`src/hdl/pitc_regs.vh`:
```
// register offsets, field positions and reset values of the phy control bank
// assumes an 8-bit register port with a 7-bit address, as on the command channel
`ifndef PITC_REGS_VH
`define PITC_REGS_VH
`define PITC_ADDR_CTRL_TIMER 7'h05
`define PITC_ADDR_FRAME_LEN 7'h06
`define PITC_ADDR_CTRL_FILTER 7'h07
`define PITC_ADDR_STATUS 7'h10
`define PITC_RST_CTRL_TIMER 8'h06
`define PITC_RST_CTRL_FILTER 8'h08
`define PITC_WMASK_CTRL_TIMER 8'hf7
`define PITC_WMASK_CTRL_FILTER 8'hfb
`define PITC_BIT_T1EN 4
`define PITC_BIT_T2EN 5
`define PITC_BIT_T3EN 6
`define PITC_BIT_T4EN 7
`define PITC_BIT_SECMSK 2
`define PITC_BIT_PBMSK 1
`define PITC_BIT_WAKEMSK 0
`define PITC_BIT_GMSK 7
`define PITC_BIT_T3ABORT 6
`define PITC_BIT_COORD 5
`define PITC_BIT_CCAHI 4
`define PITC_BIT_CCALO 3
`define PITC_BIT_LOAD 2
`define PITC_BIT_PROMISC 1
`define PITC_BIT_T2SEC 0
`define PITC_LEN_MIN 7'h05
`define PITC_LEN_MAX 7'h7f
`define PITC_CCA_ED 2'h0
`define PITC_CCA_MODE1 2'h1
`define PITC_CCA_MODE2 2'h2
`define PITC_CCA_MODE3 2'h3
`endif

```
`src/hdl/pitc_compare.v`:
```
// one event-timer comparator with its enable
// assumes timer and compare value on mclk
module pitc_compare #(
    parameter WIDTH = 24
) (
    input wire mclk,
    input wire rst,
    input wire enable,
    input wire [WIDTH-1:0] timer,
    input wire [WIDTH-1:0] compare,
    output reg hit
);
    reg [WIDTH-1:0] timer_last;
    // a hit is a fresh match: timer just moved onto the compare value
    always @(posedge mclk) begin
        if (rst) begin
            timer_last <= {WIDTH{1'b0}};
            hit <= 1'b0;
        end else begin
            timer_last <= timer;
            hit <= enable && (timer == compare) && (timer != timer_last);
        end
    end
endmodule

```
`src/hdl/pitc_top.v`:
```
// phy control bank: comparator enables, interrupt masks, filter and cca control
// assumes a byte register port on mclk and event sources on mclk
module pitc_top #(
    parameter TW = 24
) (
    // clock and reset
    input wire mclk,
    input wire rst,
    // register port
    input wire [6:0] reg_addr,
    input wire [7:0] reg_wdata,
    input wire reg_wr,
    input wire reg_rd,
    output reg [7:0] reg_rdata,
    // event timer and compare values
    input wire [TW-1:0] event_timer,
    input wire [TW-1:0] first_compare_value,
    input wire [TW-1:0] second_compare_value,
    input wire [TW-1:0] third_compare_value,
    input wire [TW-1:0] fourth_compare_value,
    input wire [15:0] secondary_compare2_value,
    output reg timer_load,
    output reg [TW-1:0] timer_load_value,
    // event sources as one-cycle pulses, frame length, and the op_busy level
    input wire aes_event,
    input wire pb_error_event,
    input wire wake_event,
    input wire rx_frame_done,
    input wire [6:0] rx_frame_length,
    input wire op_busy,
    // filter inputs for the frame under test
    input wire filt_check,
    input wire [6:0] filt_length,
    input wire filt_normal_pass,
    input wire filt_has_dest,
    input wire filt_src_pan_match,
    // controls to the rest of the phy
    output reg [1:0] channel_assessment_type,
    output reg filt_accept,
    output reg op_abort,
    // interrupt request, active low
    output reg irq_n
);
    `include "pitc_regs.vh"

    reg [7:0] ctrl_timer;
    reg [7:0] ctrl_filter;
    reg [6:0] frame_len;
    // status: 0 t1, 1 t2, 2 t3, 3 t4, 4 aes, 5 pb error, 6 wake
    reg [6:0] status;
    reg load_last;
    reg [7:0] next_rdata;
    reg [TW-1:0] t2_last;
    wire [3:0] cmp_hit;
    wire [TW-1:0] cmp_val [0:3];
    wire t2_sec_hit;
    wire [6:0] evt;
    wire [6:0] clr;
    wire [6:0] unmasked;
    wire wr_timer;
    wire wr_filter;
    wire load_bit;

    assign cmp_val[0] = first_compare_value;
    assign cmp_val[1] = second_compare_value;
    assign cmp_val[2] = third_compare_value;
    assign cmp_val[3] = fourth_compare_value;

    genvar i;
    generate
        for (i = 0; i < 4; i = i + 1) begin : g_cmp
            // enables sit in bits 4..7, first to fourth
            pitc_compare #(.WIDTH(TW)) u_cmp (
                .mclk(mclk),
                .rst(rst),
                .enable(ctrl_timer[`PITC_BIT_T1EN + i]),
                .timer(event_timer),
                .compare(cmp_val[i]),
                .hit(cmp_hit[i])
            );
        end
    endgenerate

    always @(posedge mclk) begin
        if (rst) begin
            t2_last <= {TW{1'b0}};
        end else begin
            t2_last <= event_timer;
        end
    end
    // fresh match on the low half: the whole timer moved, as for the comparators
    assign t2_sec_hit = ctrl_filter[`PITC_BIT_T2SEC]
        && (event_timer[15:0] == secondary_compare2_value)
        && (event_timer != t2_last);

    assign evt = {wake_event, pb_error_event, aes_event, cmp_hit[3], cmp_hit[2],
                  cmp_hit[1] | t2_sec_hit, cmp_hit[0]};
    assign wr_timer = reg_wr && (reg_addr == `PITC_ADDR_CTRL_TIMER);
    assign wr_filter = reg_wr && (reg_addr == `PITC_ADDR_CTRL_FILTER);
    assign clr = (reg_wr && (reg_addr == `PITC_ADDR_STATUS)) ? reg_wdata[6:0] : 7'h00;
    assign load_bit = wr_filter && reg_wdata[`PITC_BIT_LOAD];

    // control registers; load bit never stored, so it reads zero
    always @(posedge mclk) begin
        if (rst) begin
            ctrl_timer <= `PITC_RST_CTRL_TIMER;
            ctrl_filter <= `PITC_RST_CTRL_FILTER;
            load_last <= 1'b0;
        end else begin
            if (wr_timer) begin
                ctrl_timer <= reg_wdata & `PITC_WMASK_CTRL_TIMER;
            end
            if (wr_filter) begin
                ctrl_filter <= reg_wdata & `PITC_WMASK_CTRL_FILTER;
                load_last <= reg_wdata[`PITC_BIT_LOAD];
            end
        end
    end

    // timer load on a low-to-high write of the load bit
    always @(posedge mclk) begin
        if (rst) begin
            timer_load <= 1'b0;
            timer_load_value <= {TW{1'b0}};
        end else begin
            timer_load <= load_bit && !load_last;
            timer_load_value <= first_compare_value;
        end
    end

    // sticky status: set wins over clear, masks never stop the set
    always @(posedge mclk) begin
        if (rst) begin
            status <= 7'h00;
        end else begin
            status <= (status & ~clr) | evt;
        end
    end

    always @(posedge mclk) begin
        if (rst) begin
            frame_len <= 7'h00;
        end else if (rx_frame_done) begin
            frame_len <= rx_frame_length;
        end
    end

    assign unmasked = {
        ~ctrl_timer[`PITC_BIT_WAKEMSK],
        ~ctrl_timer[`PITC_BIT_PBMSK],
        ~ctrl_timer[`PITC_BIT_SECMSK],
        4'hf};

    always @(posedge mclk) begin
        if (rst) begin
            irq_n <= 1'b1;
        end else begin
            irq_n <= ~(|(status & unmasked) && !ctrl_filter[`PITC_BIT_GMSK]);
        end
    end

    // third timer event aborts receive or cca only when enabled
    always @(posedge mclk) begin
        if (rst) begin
            op_abort <= 1'b0;
        end else begin
            op_abort <= ctrl_filter[`PITC_BIT_T3ABORT] && cmp_hit[2] && op_busy;
        end
    end

    always @(posedge mclk) begin
        if (rst) begin
            channel_assessment_type <= `PITC_CCA_MODE1;
        end else begin
            channel_assessment_type <= {ctrl_filter[`PITC_BIT_CCAHI],
                                        ctrl_filter[`PITC_BIT_CCALO]};
        end
    end

    // receive filter decision
    always @(posedge mclk) begin
        if (rst) begin
            filt_accept <= 1'b0;
        end else if (!filt_check) begin
            filt_accept <= 1'b0;
        end else if (filt_length < `PITC_LEN_MIN || filt_length > `PITC_LEN_MAX) begin
            filt_accept <= 1'b0;
        end else if (ctrl_filter[`PITC_BIT_PROMISC]) begin
            filt_accept <= 1'b1;
        end else if (!filt_has_dest) begin
            filt_accept <= ctrl_filter[`PITC_BIT_COORD] && filt_src_pan_match;
        end else begin
            filt_accept <= filt_normal_pass;
        end
    end

    always @* begin
        case (reg_addr)
            `PITC_ADDR_CTRL_TIMER: next_rdata = ctrl_timer;
            `PITC_ADDR_FRAME_LEN: next_rdata = {1'b0, frame_len};
            `PITC_ADDR_CTRL_FILTER: next_rdata = ctrl_filter;
            `PITC_ADDR_STATUS: next_rdata = {1'b0, status};
            default: next_rdata = 8'h00;
        endcase
    end

    always @(posedge mclk) begin
        if (rst) begin
            reg_rdata <= 8'h00;
        end else if (reg_rd) begin
            reg_rdata <= next_rdata;
        end
    end
endmodule

```
`config.mk`:
```
export PLATFORM = sky130hd
export DESIGN_NAME = pitc_top
export DESIGN_NICKNAME = d
export VERILOG_FILES = /design/src/hdl/pitc_compare.v /design/src/hdl/pitc_top.v
export VERILOG_INCLUDE_DIRS = /design/src /design/src/hdl
export SDC_FILE = /design/constraint.sdc
export NUM_CORES = 1
export LEC_CHECK = 0
export BUFFER_PORTS_ARGS = -buffer_cell sky130_fd_sc_hd__buf_4
export CELL_PAD_IN_SITES_DETAIL_PLACEMENT = 0
export CELL_PAD_IN_SITES_GLOBAL_PLACEMENT = 1
export CORE_ASPECT_RATIO = 0.9
export CORE_UTILIZATION = 34
export DETAILED_ROUTE_END_ITERATION = 10
export MAX_ROUTING_LAYER = met4
export PLACE_DENSITY_LB_ADDON = 0.25
export SETUP_SLACK_MARGIN = 0.4
export SKIP_CTS_REPAIR_TIMING = 1
export SLEW_MARGIN = 20
export SYNTH_ARGS = -nofsm -noshare
export SYNTH_HDL_FRONTEND = slang
export SYNTH_SLANG_ARGS = --single-unit
```
`constraint.sdc`:
```
create_clock -name mclk -period 1.8 [get_ports mclk]
set_clock_uncertainty 0.05 [all_clocks]
set_input_delay 0.18 -clock mclk [delete_from_list [all_inputs] [get_ports mclk]]
set_output_delay 0.18 -clock mclk [all_outputs]
set_load 0.01 [all_outputs]
```
# Yosys cells after proc, flatten, opt, wreduce, memory -nomap -nowiden

Index checks and enable logic that the tools add are counted.

Register bits: 95
Input port bits: 178
Output and inout port bits: 38

Magnitude comparators: 2
Equal/unequal tests: 10
Multiplexer cells: 4
Bitwise operators: 10
Reduce and logical (&&, ||, !) cells: 24

Operators by type and width:

| operator                                                   | count |
|---|---|
| equality test 24 bit                                       | 4 |
| one-hot mux 8 bit (4 select lines)                         | 1 |
| != test 24 bit                                             | 1 |
| equality test 7 x 3 -> 1 bit, second input constant        | 3 |
| logical AND 1 bit                                          | 19 |
| equality test 16 bit                                       | 1 |
| bitwise AND 7 bit                                          | 2 |
| equality test 7 x 5 -> 1 bit, second input constant        | 1 |
| > comparator 7 bit, second input constant                  | 1 |
| less-than comparator 7 x 3 -> 1 bit, second input constant | 1 |
| 2-to-1 mux 7 bit                                           | 1 |
| inverter 7 bit                                             | 1 |
| bitwise OR 7 bit                                           | 1 |
| OR reduction 7 bit                                         | 1 |
| inverter 1 bit                                             | 5 |
| OR reduction 3 bit                                         | 1 |
| zero test 1 bit                                            | 2 |
| 2-to-1 mux 1 bit                                           | 2 |
| logical OR 1 bit                                           | 1 |
| bitwise OR 1 bit                                           | 1 |

# Longest topological paths before layout

Depth after elaboration: 6
Depth in mapped cells: 6
Gate-level depth less buffers: 5

# Hierarchy

A second synthesis with hierarchy kept.

Cells, all modules: 804
Area, all modules: 8371.8 um2

By module, submodules not included:

| module       | instances | cells each | area each (um2) | sequential area each (um2) |
|---|---|---|---|---|
| pitc_compare | 4         | 116        | 1214.9          | 500.5 |
| pitc_top     | 1         | 340        | 3512.1          | 1821.7 |

# Worst setup path after synthesis

OpenSTA, ideal clock, no wires.

Path kind: in2reg
From: input port reg_addr[3]
To: register ctrl_timer[1]
Setup time: 120 ps
Arrival time: 1491 ps
Required time: 1630 ps
Setup slack: 140 ps
Stages on the path: 5
Buffers on the path: 1
Cells stage by stage: or3_1 > buf_2 > nor4_4 > nor2_1 > a211o_1

Cells in the longest elaborated chain, start to end: 2

Ends and longest elaborated chain:

| what                         | RTL line       | RTL |
|---|---|---|
| start: declaration           | pitc_top.v:10  | `input wire [6:0] reg_addr,` |
| equality test 7 x 3 -> 1 bit | n/a            |  |
| logical AND 1 bit            | pitc_top.v:98  | `` assign wr_timer = reg_wr && (reg_addr == `PITC_ADDR_CTRL_TIMER); `` |
| end signal: assignment       | pitc_top.v:106 | `` ctrl_timer <= `PITC_RST_CTRL_TIMER; `` |
| end signal: assignment       | pitc_top.v:111 | `` ctrl_timer <= reg_wdata & `PITC_WMASK_CTRL_TIMER; `` |
| end: declaration             | pitc_top.v:46  | `reg [7:0] ctrl_timer;` |

Every way passes these cells.
A chain may end at the register's enable or synchronous reset.

==> PnR_summary.wiki <==
{| class="wikitable"
! Metric !! Value
|-
| Antenna diode instance count || 0
|-
| Growth of design area from synthesis to finish || 45.2%
|-
| Crit path DAT || approximately 1.7 ns
|-
| Commonest register cell after synthesis || sky130_fd_sc_hd__dfxtp_1
|-
| Post-route core utilization || 50.9%
|-
| Highest achievable clock rate || 0.649 GHz
|-
| RSZ-0062 raised after global routing || true
|-
| Initial Utilization || 35.1%
|-
| Standby leakage power || 2.83 nW
|-
| Max stage delay on crit path || approximately 0.33 ns
|-
| Flops & latches, synth || 95
|-
| Number of instances in the synthesized netlist || between 500 and 600
|-
| Category of the critical setup timing path || flop to flop
|-
| Transition at the pin with the smallest max-transition slack || 0.459 ns
|-
| DRT Pass-1 Iters || 4
|-
| YS warnings || 0
|-
| Most frequent standard cell in the layout excluding fill and tap cells || sky130_fd_sc_hd__buf_4
|-
| Final std cell area, no fill || 0.00686 mm^2
|-
| Cells traversed along the worst timing path || xnor2_2 -> nand4_1 -> nor4_2 -> a31oi_2 -> and3_4
|-
| Cell with the biggest individual delay on the critical path || sky130_fd_sc_hd__dfxtp_2
|-
| Remaining Overflow, GRT || 0
|-
| Status || finished, violations left
|-
| Ports || ~220
|-
| Later-pin clock latency in the skew report || 0.35 ns
|-
| Cell area after technology mapping || between 0.004 and 0.005 mm^2
|-
| Final hold viol count || 1
|-
| Sequential element share of the synthesized area || approximately two fifths
|-
| Clock Pin Slew Worst Setup and Hold Paths || about 0.070 ns
|-
| Type of the most critical hold path || input pin to flop
|-
| Clock sink total || 95
|-
| Number of setup violations in the final report || 0
|-
| Count of maximum capacitance violations || 0
|-
| Required time of the critical path || 1.99 ns
|-
| Via count of the first global-routing pass || 4305
|-
| Pin count of the biggest net entering global routing || 36
|-
| Detailed placer's ending HPWL || roughly 12000 um
|-
| Clock tree buffer depth || 2
|-
| Routed wire length || 15300 um
|-
| CP endpoint kind || flop
|-
| Placement Cell Area || about 0.0065 mm^2
|-
| Number of H-tree levels || 3
|-
| # port buffers || 215
|-
| Global-route wire length before repair || ~23000 um
|-
| Syn_nets || 681
|-
| Die Area || ~0.014 mm^2
|-
| Area of the core || 0.0135 mm^2
|-
| Final Critical Period || 1.54 ns
|-
| Die Span X || 126 um
|-
| Count of flip-flops with a built-in enable after synthesis || 0
|-
| Worst setup SP type || flop
|-
| Detail-routed net length per standard cell || 17.5 um
|-
| Fraction of layout instances using a drive strength above 1 || 36.7%
|-
| Final setup TNS || 0 ns
|-
| Net count, final || about 880
|-
| Period Utilization, post-route || 85.6%
|-
| Leading cell types in the layout, fill and taps excluded || 223 x sky130_fd_sc_hd__buf_4, 104 x sky130_fd_sc_hd__xnor2_1, 91 x sky130_fd_sc_hd__dfxtp_1, 50 x sky130_fd_sc_hd__nor2b_1, 33 x sky130_fd_sc_hd__nor2_1
|-
| Post-Synthesis Mean Instance Area || between 9 and 10 um^2
|-
| Number of buffers inserted during clock tree synthesis || 9
|-
| Combined global-route utilization of all metal layers || between 20% and 30%
|-
| Worst voltage drop across the vdd grid || 0.431 mV
|-
| Via density || 4.73
|-
| Fraction of registers with async set/reset || 0%
|-
| Site row count || 40
|-
| Initial antenna violation count || 0
|-
| First-iteration detailed-routing DRC count || a little under 200
|-
| Detailed-route via count || 4134
|-
| Final-layout worst hold slack || -0.000713 ns
|-
| Yosys cell types || 36
|-
| Vert. Die Dim || 114 um
|-
| Root buf cell || sky130_fd_sc_hd__clkbuf_16
|-
| Post-route total power || between 5 and 6 mW
|-
| Final GP Congestion || 0.843
|-
| Rel. slew slack || 69.1%
|-
| Power density over the cells || 748 mW/mm^2
|-
| Final Slew Violations || 0
|-
| Maximum fanout along the worst path || 5
|-
| Worst slack at placement || 0.0732 ns
|-
| TritonCTS clock tree || built
|-
| Post-route worst setup slack || 0.259 ns
|-
| DRC violations left || 0
|-
| Failing checks || hold timing
|-
| Count of antenna-violating nets left after detailed routing || 0
|}
registers in the layout, indices dropped and copies added (netlist names):
register,flops
status,7
frame_len,7
timer_load_value,24
ctrl_filter,7
filt_accept,1
g_cmp.u_cmp.timer_last,24
g_cmp.u_cmp.hit,4
load_last,1
ctrl_timer,7
timer_load,1
reg_rdata,8
op_abort,1
irq_n,1
channel_assessment_type,2
critical path, delay by kind of cell (launching register included):
| kind | cells | cell delay (ns) |
|---|---|---|
| flops | 1 | 0.33 |
| xor+xnor | 1 | 0.15 |
| simple gates | 3 | 0.70 |
| compound gates | 1 | 0.21 |
final timing paths:
kind	from	endpoint	slack (ns)	cells past startpoint
worst max-delay path	g_cmp[0].u_cmp.timer_last[23]	g_cmp[2].u_cmp.hit	0.26	5
worst min register to register	g_cmp[3].u_cmp.hit	status[3]	0.39	2
worst min-delay path	aes_event	status[4]	-0.0007	3
worst max register to register	g_cmp[0].u_cmp.timer_last[23]	g_cmp[2].u_cmp.hit	0.26	5
metal layers:
layer	GRT usage, %	share of wire (%)	up-vias
li1	-	-	2073
met1	24.4	42	1901
met2	39.6	50	146
met3	5.86	5.8	14
met4	5.70	1.3	0
met5	-	0	-
cell families (layout without fill, tap and decap cells):
kind of cell              Yosys count  in the layout  synth area share, %
and+or+nand+nor                   165            165                 20.0
xor gates and xnor gates          136            136                 25.2
DFF                                95             95                 40.3
buffers and inverters              42            245                 3.42
AOI/OAI and AO/OA                  40             40                 5.78
muxes                              25             25                 5.30
report_power, final:
group	leakage, nW	switching, mW	internal [mW]	total [mW]
Combinational	1.90	0.415	0.548	0.963
Sequential	0.783	0.0339	2.18	2.21
Clock	0.145	0.834	1.12	1.95
Total	2.83	1.28	3.84	5.13
synth_stat cells (all sizes together), types with 10 or more instances:
cell / n / area share [%]
clkbuf: 32 / 2.5
dfxtp: 95 / 40
mux2i: 25 / 5.3
nand3: 11 / 1.2
nand4: 22 / 2.9
nor2: 35 / 2.9
nor2b: 50 / 6.6
nor3: 11 / 1.3
nor4: 13 / 2.0
o21ai: 10 / 1.1
xnor2: 108 / 20
xor2: 28 / 5.2
cell type report:
| class | instances | area, um^2 |
|---|---|---|
| repair buffers | 224 | 1680 |
| clock buffers | 10 | 239 |
| well taps | 168 | 210 |
| multi-input cells | 366 | 2730 |
| flip-flops and latches | 95 | 1910 |
| clock inverters | 6 | 67.6 |
| fillers | 1269 | 6610 |
| inverters | 5 | 18.8 |
stage by stage:
stage	hold WS, ns	instances
after detailed placement	0.356	857
after global placement	0.349	857
after global routing	0.00478	874
after CTS	-0.0111	873
after floorplan	0.247	503
final	-0.000713	874
No activity file was read; power rests on OpenSTA's default activity.
